--- src/laser_interlock_pwm_gate_defines.svh ---
// Constants for the laser interlock and PWM gating block.
`ifndef LASER_INTERLOCK_PWM_GATE_DEFINES_SVH
`define LASER_INTERLOCK_PWM_GATE_DEFINES_SVH

// ----------------------------------------------------------------------
// Clock and timing figures, in their own units.
// ----------------------------------------------------------------------
`define MCLK_HZ          25000000
`define POWER_ON_DELAY_S 5
`define DEBOUNCE_US      1000
`define PHASE_TOL_NS     2000

// Derived cycle counts; each delay is rounded as its kind demands.
`define POWER_ON_DELAY_CYC (`POWER_ON_DELAY_S * `MCLK_HZ)
`define DEBOUNCE_CYC ((`DEBOUNCE_US * (`MCLK_HZ / 1000) + 999) / 1000)
`define PHASE_TOL_CYC ((`PHASE_TOL_NS * (`MCLK_HZ / 1000000)) / 1000)

// ----------------------------------------------------------------------
// Counter widths.
// ----------------------------------------------------------------------
`define DELAY_W 27
`define DEB_W   15
`define PHS_W   8

// ----------------------------------------------------------------------
// Input synchroniser indices; the first five are debounced.
// ----------------------------------------------------------------------
`define NSYNC     7
`define NDEB      5
`define IX_KEY    0
`define IX_SHUT   1
`define IX_OT     2
`define IX_OV     3
`define IX_PF     4
`define IX_MOD    5
`define IX_SENSE  6

// ----------------------------------------------------------------------
// Register map (byte addresses) and fields.
// ----------------------------------------------------------------------
`define ADDR_CTRL    8'h00
`define ADDR_STATUS  8'h04
`define ADDR_DELAY   8'h08
`define CTRL_RESET   2'h0
`define CTRL_PF_DIS  0
`define CTRL_FAIL_SUP 1
`define RESP_OKAY    2'h0
`define RESP_SLVERR  2'h2

`endif

--- src/laser_interlock_pwm_gate_pkg.sv ---
// Types shared by the laser interlock and PWM gating block.
`include "laser_interlock_pwm_gate_defines.svh"
package laser_interlock_pwm_gate_pkg;

  // Section power sequence.
  typedef enum logic [1:0] {
    ST_OFF,
    ST_DELAY,
    ST_RUN
  } seq_t;

  // Complete register state of the block.
  typedef struct packed {
    seq_t                                  seq;
    logic [`NSYNC-1:0]                     sync1;
    logic [`NSYNC-1:0]                     sync2;
    logic [`NDEB-1:0]                      deb;
    logic [`NDEB-1:0][`DEB_W-1:0]          deb_cnt;
    logic [`DELAY_W-1:0]                   delay_cnt;
    logic                                  delay_done;
    logic [`PHS_W-1:0]                     phs_cnt;
    logic                                  key_open_seen;
    logic                                  pf_lat;
    logic                                  ov_lat;
    logic                                  ot_lat;
    logic                                  fail_lat;
    logic                                  main_sw;
    logic                                  pwm_sw;
    logic                                  fault_n;
    logic                                  pwr_led;
    logic                                  lase_led;
    logic [1:0]                            ctrl;
    logic                                  aw_got;
    logic                                  w_got;
    logic [7:0]                            aw_addr;
    logic [31:0]                           w_data;
    logic                                  w_lane0;
    logic                                  awready;
    logic                                  wready;
    logic                                  bvalid;
    logic [1:0]                            bresp;
    logic                                  arready;
    logic                                  rvalid;
    logic [31:0]                           rdata;
    logic [1:0]                            rresp;
  } state_t;

endpackage

--- src/laser_interlock_pwm_gate.sv ---
// Interlock, fault latching and PWM gating for one laser section.
`timescale 1ns/1ns
`include "laser_interlock_pwm_gate_defines.svh"
// ----------------------------------------------------------------------
// Contract
// - PWM switch follows modulation input while enabled
// - Delay, shutter or overtemp block modulation
// - Hold PWM off five seconds after power-on
// - Delay expiry removes the PWM disable
// - Closed shutter stops PWM, reopening resumes
// - Comparator high above 60C disables PWM
// - Overtemp latch opens main switch
// - Main on unless power fail, overvoltage, fault
// - Main switch on powers indicator, delay, PWM
// - Power-fail holds main off until key closes
// - Power-fail latch cleared only by key recycle (here also cleared while the power-fail function is disabled)
// - Option disables power-fail latch and fault
// - Above 36V latch main off until recycle
// - Every fault latch forces main switch off
// - OR of latches drives fault output low
// - Modulation versus PWM mismatch sets failure latch
// - Option suppresses failure shutdown, fault still shown
// - Each section has an independent logic copy
// - Lase indicator after delay, follows modulation
// ----------------------------------------------------------------------
module laser_interlock_pwm_gate #(
  parameter int unsigned DELAY_CYCLES = `POWER_ON_DELAY_CYC,
  parameter int unsigned DEB_CYCLES   = `DEBOUNCE_CYC
) (
  input  wire logic        mclk,
  input  wire logic        rst_n,
  // Interlock and sense pins, all asynchronous to mclk.
  input  wire logic        key_closed,
  input  wire logic        shutter_closed,
  input  wire logic        overtemp_hi,
  input  wire logic        overvolt_hi,
  input  wire logic        power_fail,
  input  wire logic        mod_in,
  input  wire logic        pwm_sense,
  // Switch and indicator drives.
  output logic             main_sw,
  output logic             pwm_sw,
  output logic             fault_n,
  output logic             pwr_led,
  output logic             lase_led,
  // AXI4-Lite register slave.
  input  wire logic [7:0]  s_axi_awaddr,
  input  wire logic        s_axi_awvalid,
  output logic             s_axi_awready,
  input  wire logic [31:0] s_axi_wdata,
  input  wire logic [3:0]  s_axi_wstrb,
  input  wire logic        s_axi_wvalid,
  output logic             s_axi_wready,
  output logic [1:0]       s_axi_bresp,
  output logic             s_axi_bvalid,
  input  wire logic        s_axi_bready,
  input  wire logic [7:0]  s_axi_araddr,
  input  wire logic        s_axi_arvalid,
  output logic             s_axi_arready,
  output logic [31:0]      s_axi_rdata,
  output logic [1:0]       s_axi_rresp,
  output logic             s_axi_rvalid,
  input  wire logic        s_axi_rready
);

  // ----------------------------------------------------------------------
  // State and derived constants.
  // ----------------------------------------------------------------------
  laser_interlock_pwm_gate_pkg::state_t r;   // Registered state.
  laser_interlock_pwm_gate_pkg::state_t nxt; // Next state.

  // Counts sized to their counters so compares stay width-clean.
  localparam logic [`DELAY_W-1:0] DELAY_LAST =
    `DELAY_W'(DELAY_CYCLES - 1);
  localparam logic [`DEB_W-1:0] DEB_LAST = `DEB_W'(DEB_CYCLES - 1);
  localparam logic [`PHS_W-1:0] PHS_LIMIT = `PHS_W'(`PHASE_TOL_CYC);

  // Raw pins gathered by synchroniser index.
  logic [`NSYNC-1:0] pins;
  assign pins[`IX_KEY]   = key_closed;
  assign pins[`IX_SHUT]  = shutter_closed;
  assign pins[`IX_OT]    = overtemp_hi;
  assign pins[`IX_OV]    = overvolt_hi;
  assign pins[`IX_PF]    = power_fail;
  assign pins[`IX_MOD]   = mod_in;
  assign pins[`IX_SENSE] = pwm_sense;

  // ----------------------------------------------------------------------
  // Next-state logic.
  // ----------------------------------------------------------------------
  // All behaviour lives here; the flops below only register it.
  // Nothing is shared with any other instance, so a dual-section build
  // simply places two instances and a fault in one leaves the other
  // running.
  always_comb begin
    logic       key_ok;      // Debounced key and interlock closed.
    logic       shut;        // Debounced shutter closed.
    logic       ot;          // Debounced overtemperature comparator.
    logic       ov;          // Debounced overvoltage detect.
    logic       pf;          // Debounced input power failure.
    logic       recycle;     // Key seen open and now closed again.
    logic       pf_en;       // Power-fail function in use.
    logic       fail_sd;     // Failure latch may open the main switch.
    logic       main_en;     // Main switch may be closed.
    logic       pwm_en;      // PWM gating enabled.
    logic       aw_hs;       // Write address taken this cycle.
    logic       w_hs;        // Write data taken this cycle.
    logic       ar_hs;       // Read address taken this cycle.
    logic [7:0] ar_addr;     // Read address.
    key_ok  = 1'b0;
    shut    = 1'b0;
    ot      = 1'b0;
    ov      = 1'b0;
    pf      = 1'b0;
    recycle = 1'b0;
    pf_en   = 1'b0;
    fail_sd = 1'b0;
    main_en = 1'b0;
    pwm_en  = 1'b0;
    aw_hs   = 1'b0;
    w_hs    = 1'b0;
    ar_hs   = 1'b0;
    ar_addr = 8'h00;
    nxt     = r;

    // Two-flop synchronisers; stage one feeds stage two only.
    nxt.sync1 = pins;
    nxt.sync2 = r.sync1;

    // Debounce: a level is accepted after it has stood unchanged for
    // the full debounce time. Modulation and sense are not filtered,
    // since a filter would eat the narrow tickle pulses.
    for (int i = 0; i < `NDEB; i++) begin
      if (r.sync2[i] == r.deb[i]) begin
        nxt.deb_cnt[i] = '0;
      end else if (r.deb_cnt[i] == DEB_LAST) begin
        nxt.deb[i]     = r.sync2[i];
        nxt.deb_cnt[i] = '0;
      end else begin
        nxt.deb_cnt[i] = r.deb_cnt[i] + `DEB_W'(1);
      end
    end

    key_ok = r.deb[`IX_KEY];
    shut   = r.deb[`IX_SHUT];
    ot     = r.deb[`IX_OT];
    ov     = r.deb[`IX_OV];
    pf     = r.deb[`IX_PF];
    pf_en  = ~r.ctrl[`CTRL_PF_DIS];
    fail_sd = ~r.ctrl[`CTRL_FAIL_SUP];

    // Key recycle: an open level must be seen before a close counts.
    // It clears all the latches below; the power-fail latch also clears when its function is disabled.
    if (!key_ok) begin
      nxt.key_open_seen = 1'b1;
    end else if (r.key_open_seen) begin
      nxt.key_open_seen = 1'b0;
      recycle           = 1'b1;
    end

    // Fault latches. A set in the recycle cycle wins over the clear,
    // so an event arriving together with the recycle is never lost.
    // Power fail is caught only while the main switch is closed and only when the
    // function is in use.
    nxt.pf_lat = (r.pf_lat & ~recycle & pf_en) |
                 (pf & r.main_sw & pf_en);
    // Overvoltage latches off regardless of state.
    nxt.ov_lat = (r.ov_lat & ~recycle) | ov;
    // Overtemperature comparator high sets its latch.
    nxt.ot_lat = (r.ot_lat & ~recycle) | ot;

    // Phase check: the driven PWM level is compared with the sensed
    // switch output; a mismatch standing longer than the tolerance
    // points to a failed switch, driver or amplifier. The window
    // also absorbs the two synchroniser cycles of the sense.
    if (!r.main_sw || (r.pwm_sw == r.sync2[`IX_SENSE])) begin
      nxt.phs_cnt = '0;
    end else if (r.phs_cnt != PHS_LIMIT) begin
      nxt.phs_cnt = r.phs_cnt + `PHS_W'(1);
    end
    nxt.fail_lat = (r.fail_lat & ~recycle) |
                   (r.main_sw && r.phs_cnt == PHS_LIMIT);

    // Main switch: needs the key closed, so a power-fail reset holds
    // it open until the key closes; any latch forces it open, except
    // the failure latch when its shutdown is suppressed.
    main_en = key_ok & ~r.pf_lat & ~r.ov_lat & ~r.ot_lat &
              ~(r.fail_lat & fail_sd);
    nxt.main_sw = main_en;

    // Power sequence: main switch closure starts the delay; the delay
    // restarts whenever the main switch opens.
    case (r.seq)
      laser_interlock_pwm_gate_pkg::ST_OFF: begin
        nxt.delay_cnt  = '0;
        nxt.delay_done = 1'b0;
        if (r.main_sw) begin
          nxt.seq = laser_interlock_pwm_gate_pkg::ST_DELAY;
        end
      end
      laser_interlock_pwm_gate_pkg::ST_DELAY: begin
        if (!r.main_sw) begin
          nxt.seq = laser_interlock_pwm_gate_pkg::ST_OFF;
        end else if (r.delay_cnt == DELAY_LAST) begin
          // Time-out lowers the delay disable.
          nxt.delay_done = 1'b1;
          nxt.seq        = laser_interlock_pwm_gate_pkg::ST_RUN;
        end else begin
          nxt.delay_cnt = r.delay_cnt + `DELAY_W'(1);
        end
      end
      laser_interlock_pwm_gate_pkg::ST_RUN: begin
        if (!r.main_sw) begin
          nxt.delay_done = 1'b0;
          nxt.seq        = laser_interlock_pwm_gate_pkg::ST_OFF;
        end
      end
      default: begin
        nxt.seq = laser_interlock_pwm_gate_pkg::ST_OFF;
      end
    endcase

    // PWM gating: any of the three disables being high blocks the
    // modulation; otherwise the switch follows it edge for edge, three
    // cycles late (two synchroniser flops and the output flop). The shutter disable is a level, so output
    // resumes once it falls; the comparator also latches and needs a recycle.
    pwm_en     = r.main_sw & r.delay_done & ~shut & ~ot;
    nxt.pwm_sw = pwm_en & r.sync2[`IX_MOD];

    // Indicators: power LED with the main switch; lase LED only once
    // the delay is over, pulsing with the modulation so its brightness
    // tracks duty cycle.
    nxt.pwr_led  = r.main_sw;
    nxt.lase_led = r.main_sw & r.delay_done & r.sync2[`IX_MOD];

    // Fault output low while any latch is set; the failure latch shows
    // even when its shutdown is suppressed.
    nxt.fault_n = ~(r.pf_lat | r.ov_lat | r.ot_lat | r.fail_lat);

    // --------------------------------------------------------------------
    // AXI4-Lite write path.
    // --------------------------------------------------------------------
    // Address and data are taken independently, each ready dropping
    // after its handshake, and the response follows both.
    aw_hs = s_axi_awvalid & r.awready;
    w_hs  = s_axi_wvalid & r.wready;
    if (aw_hs) begin
      nxt.aw_got  = 1'b1;
      nxt.aw_addr = s_axi_awaddr;
      nxt.awready = 1'b0;
    end
    if (w_hs) begin
      nxt.w_got   = 1'b1;
      nxt.w_data  = s_axi_wdata;
      nxt.w_lane0 = s_axi_wstrb[0];
      nxt.wready  = 1'b0;
    end
    if (r.aw_got && r.w_got && !r.bvalid) begin
      nxt.aw_got = 1'b0;
      nxt.w_got  = 1'b0;
      nxt.bvalid = 1'b1;
      // Only the control word is writable; its bits sit in lane 0.
      if (r.aw_addr == `ADDR_CTRL) begin
        if (r.w_lane0) begin
          nxt.ctrl = r.w_data[1:0];
        end
        nxt.bresp = `RESP_OKAY;
      end else if (r.aw_addr == `ADDR_STATUS ||
                   r.aw_addr == `ADDR_DELAY) begin
        // Read-only words ignore the data but answer cleanly.
        nxt.bresp = `RESP_OKAY;
      end else begin
        nxt.bresp = `RESP_SLVERR;
      end
    end
    if (r.bvalid && s_axi_bready) begin
      nxt.bvalid  = 1'b0;
      nxt.awready = 1'b1;
      nxt.wready  = 1'b1;
    end

    // --------------------------------------------------------------------
    // AXI4-Lite read path.
    // --------------------------------------------------------------------
    // One read at a time: arready stays low until the data is taken.
    ar_hs   = s_axi_arvalid & r.arready;
    ar_addr = s_axi_araddr;
    if (ar_hs) begin
      nxt.arready = 1'b0;
      nxt.rvalid  = 1'b1;
      nxt.rresp   = `RESP_OKAY;
      if (ar_addr == `ADDR_CTRL) begin
        nxt.rdata = {30'h0, r.ctrl};
      end else if (ar_addr == `ADDR_STATUS) begin
        nxt.rdata = {22'h0, key_ok, shut, ~r.fault_n, r.fail_lat,
                     r.ot_lat, r.ov_lat, r.pf_lat, r.pwm_sw,
                     r.delay_done, r.main_sw};
      end else if (ar_addr == `ADDR_DELAY) begin
        nxt.rdata = {5'h0, r.delay_cnt};
      end else begin
        nxt.rdata = 32'h0;
        nxt.rresp = `RESP_SLVERR;
      end
    end
    if (r.rvalid && s_axi_rready) begin
      nxt.rvalid  = 1'b0;
      nxt.arready = 1'b1;
    end
  end

  // ----------------------------------------------------------------------
  // State register.
  // ----------------------------------------------------------------------
  // Reset opens both switches and shows no fault; the bus is ready at
  // once. Debounced levels reset to open/inactive, so a key held
  // closed through reset still has to be qualified before power-up.
  always_ff @(posedge mclk or negedge rst_n) begin
    if (!rst_n) begin
      r               <= '0;
      r.seq           <= laser_interlock_pwm_gate_pkg::ST_OFF;
      r.fault_n       <= 1'b1;
      r.ctrl          <= `CTRL_RESET;
      r.awready       <= 1'b1;
      r.wready        <= 1'b1;
      r.arready       <= 1'b1;
      r.key_open_seen <= 1'b0;
    end else begin
      r <= nxt;
    end
  end

  // ----------------------------------------------------------------------
  // Outputs, straight from the state flops.
  // ----------------------------------------------------------------------
  assign main_sw       = r.main_sw;
  assign pwm_sw        = r.pwm_sw;
  assign fault_n       = r.fault_n;
  assign pwr_led       = r.pwr_led;
  assign lase_led      = r.lase_led;
  assign s_axi_awready = r.awready;
  assign s_axi_wready  = r.wready;
  assign s_axi_bvalid  = r.bvalid;
  assign s_axi_bresp   = r.bresp;
  assign s_axi_arready = r.arready;
  assign s_axi_rvalid  = r.rvalid;
  assign s_axi_rdata   = r.rdata;
  assign s_axi_rresp   = r.rresp;

endmodule

--- config.mk ---
export PLATFORM = sky130hd
export DESIGN_NAME = laser_interlock_pwm_gate
export DESIGN_NICKNAME = d
export VERILOG_FILES = /design/src/laser_interlock_pwm_gate_pkg.sv /design/src/laser_interlock_pwm_gate.sv
export VERILOG_INCLUDE_DIRS = /design/src
export SDC_FILE = /design/constraint.sdc
export NUM_CORES = 1
export LEC_CHECK = 0
export ABC_AREA = 1
export BUFFER_PORTS_ARGS = -buffer_cell sky130_fd_sc_hd__buf_2
export CORE_MARGIN = 2
export CORE_UTILIZATION = 30
export DETAILED_ROUTE_END_ITERATION = 16
export PLACE_DENSITY = 0.57
export SYNTH_ARGS = -nofsm -noshare
export SYNTH_HDL_FRONTEND = slang
export SYNTH_SLANG_ARGS = --single-unit
export TNS_END_PERCENT = 30
--- constraint.sdc ---
create_clock -name mclk -period 4.77 [get_ports mclk]
set_input_delay 1.431 -clock mclk [delete_from_list [all_inputs] [get_ports mclk]]
set_output_delay 1.431 -clock mclk [all_outputs]
set_load 0.1 [all_outputs]
==> results.cfg <==
[timing]
grt_setup_unrepaired = false
hold_viol_final = 0
fin_skew_ns = 0.0123
tns_ns = 0
post-route-period-util_pct = 60.9
layout_min_cycle_time_ns = 2.90
tightestPinTransition_ns = 1.01
timing_max_transition_violations_final = 0
setup-violations-final = 0
fmax_mhz = 344
max_slew_margin_pct = 32.7

[finish]
diodes = 0
syn2layout_area_growth_pct = 11.8
nNetsFinal = 1323
regMostFlops = r
stdcell_area_sq_mm = 0.0107
layout-drive-gt1-share_pct = 10.9
largest_reg_flops = 145

[floorplan]
start_util_pct = 30.3
fp.coreArea_sq_mm = 0.0315
die_width_um = 182
pin_count = 112
dieArea_sq_mm = 0.0333
rows = 65
die_h_um = 182

[hold_path]
hold_start = nxt[218]
hold_class = reg -> reg
holdPathEnd = r[218]
hold_depth = 0

[synth]
yosysTopAreaCell = dfrtp_1
synth_xor_area_share_pct = 3.30
synth_cells = 1207
synthFlopType = dfrtp_1
synthSimpleGateAreaFrac_pct = 31.1
synthAdderAreaFrac_pct = 1.05
synth_top_family_by_area = simple AND/OR/NAND/NOR gates
synth.distinct_cells = 40
synth_area_sq_mm = 0.00955
synth_top_area_share_pct = 49.0
yosys-top-cells-count = 283 x nand2_1, 187 x dfrtp_1, 169 x nor2_1
synth_edf_count = 0
synth_most_common_cell = nand2_1
synth_area_leaders = dfrtp_1 49%, nand2_1 11%, nor2_1 6.6%, nand3_1 6.6%, inv_1 5.1%
synth_compound_area_share_pct = 4.89
yosys-mux-area-fraction_pct = 0
ys_warn_count = 0
ys_ff_latch = 191
ys_seq_area_share_pct = 50.1
synth_area_per_cell_sq_um = 7.91
async_reset_ff_share_pct = 100

[setup_path]
timing.rr.end = r[116]
cp_max_fo = 13
reg2regPathDepth = 10
r2r_start = r[105]
startpoint_type = input pin
path_class = in -> reg
reg2reg_setup_slack_ns = 1.90
cp_data_arrival_time_ns = 3.25
crit_required_ns = 5.11
cp-end-kind = flip-flop

[power]
p_per_area_mw_per_mm2 = 350
leakagePower_nw = 4.97
ir_drop_mv = 0.238

[clocking]
cts_hold_buf = 0
cts_buffers = 17
htree_levels = 4
cts_max_path_buffers = 2
clkTransAtPathRegs_ns = 0.07
cts_setup_buffers = 0
cts_tree = built
cts_num_sinks = 191
clock_latency_ns = 0.44
ctsResizeCount = 0
clockRootBuffer = clkbuf_16

[drt]
drc = 0
drt_iter0_drc = 468
vias_per_cell = 4.59
vias = 7631
final_antenna_net_count = 0
routed_wl_mm = 21.1
wl_per_cell_um = 12.7
dr.pass1.iters = 5

[global_routing]
antenna_found_initial = 0
grt_overflow = 0
gr-usage-all-layers_pct = 13.4
grt_pass1_wl_mm = 36.6
grt_pass1_vias = 7327
grt_max_degree = 93

[placed_design]
port_buffers = 71
routabilityCongestion = 0.858
dpl_cell_area_sq_mm = 0.0101
hpwl_mm = 15.3

[status]
run_status = finished clean

[run]
max-cap-violations = 0
how the worst max path moves through the flow:
| stage | start | end | slack, ns | cells past startpoint |
|---|---|---|---|---|
| 2_1_floorplan | s_axi_araddr[1] | s_axi_rdata[5] | 2.31 | 5 |
| 3_3_place_gp | s_axi_araddr[7] | s_axi_rdata[25] | 1.43 | 8 |
| 3_5_place_dp | s_axi_araddr[7] | s_axi_rdata[25] | 1.40 | 8 |
| 4_1_cts | s_axi_araddr[7] | s_axi_rdata[25] | 1.87 | 8 |
| 5_1_grt | r[105] | r[116] | 1.65 | 10 |
| 6_report | s_axi_araddr[7] | s_axi_rdata[25] | 1.87 | 8 |
worst max-delay path: stages:
cell     delay, ns
buf_2         0.09
nor2_1        0.09
nand2_1       0.10
inv_2         0.15
nand2_1       0.06
nor2_1        0.56
nand2_1       0.45
o21ai_0       0.29
power breakdown:
group          internal, mW  switching, mW  total (mW)  leakage (nW)
registers              1.73         0.0600        1.79          2.57
clock network         0.739          0.670        1.41         0.266
logic                 0.103          0.438       0.541          2.13
through the flow:
| stage | setup slack (ns) | hold WS [ns] | power (mW) | util (%) | instances |
|---|---|---|---|---|---|
| 3_5_place_dp | 1.40 | 0.335 | 2.37 | 32.1 | 1632 |
| 4_1_cts | 1.87 | 0.351 | 3.80 | 33.9 | 1664 |
| 3_3_place_gp | 1.43 | 0.335 | 2.36 | 32.1 | 1632 |
| 2_1_floorplan | 2.31 | 0.331 | 2.25 | - | 1213 |
| 5_1_grt | 1.65 | 0.365 | 3.93 | 33.9 | 1664 |
| 6_report | 1.87 | 0.350 | 3.74 | 33.9 | 1664 |
kinds of logic (layout without fill, tap and decap cells):
| group | after synthesis | after routing |
|---|---|---|
| AO/OA/AOI/OAI | 90 | 90 |
| XOR/XNOR | 36 | 36 |
| adder cells (fa/ha/maj) | 8 | 8 |
| buffers and inverters | 197 | 246 |
| flip-flops | 191 | 191 |
| other | 1 | 7 |
| AND/OR/NAND/NOR | 684 | 684 |
metal layers:
| metal | vias to the layer above | global-route usage (%) | wire [um] | share of wire (%) |
|---|---|---|---|---|
| li1 | 3907 | - | - | - |
| met1 | 3595 | 18.9 | 10600 | 50 |
| met2 | 114 | 21.4 | 9640 | 46 |
| met5 | - | 0 | 0 | 0 |
| met4 | 0 | 3.39 | 179 | 0.85 |
| met3 | 15 | 2.41 | 673 | 3.2 |
layout make-up:
| cell class | instances | area [sq um] |
|---|---|---|
| clock buffers | 18 | 429 |
| clock inverters | 14 | 145 |
| fillers | 3268 | 20800 |
| inverters | 138 | 518 |
| multi-input cells | 825 | 3880 |
| flip-flops and latches | 191 | 4780 |
| well taps | 402 | 503 |
| repair buffers | 76 | 414 |
layout by cell type (no fill, tap or decap), types with 5 or more instances in the layout:
cell and count:
nand2_1 283, dfrtp_1 187, nor2_1 169, inv_1 130, nand3_1 126, buf_2 70
o21ai_0 51, nor3_1 46, xor2_1 33, nand4_1 27, a21oi_1 25, clkbuf_16 17
ha_1 8, nor2_2 7, nor3b_1 7, inv_2 7, conb_1 7, or2_2 5
o21ai_1 5, clkinvlp_4 5, inv_6 5
(Power assumes the default switching activity.)
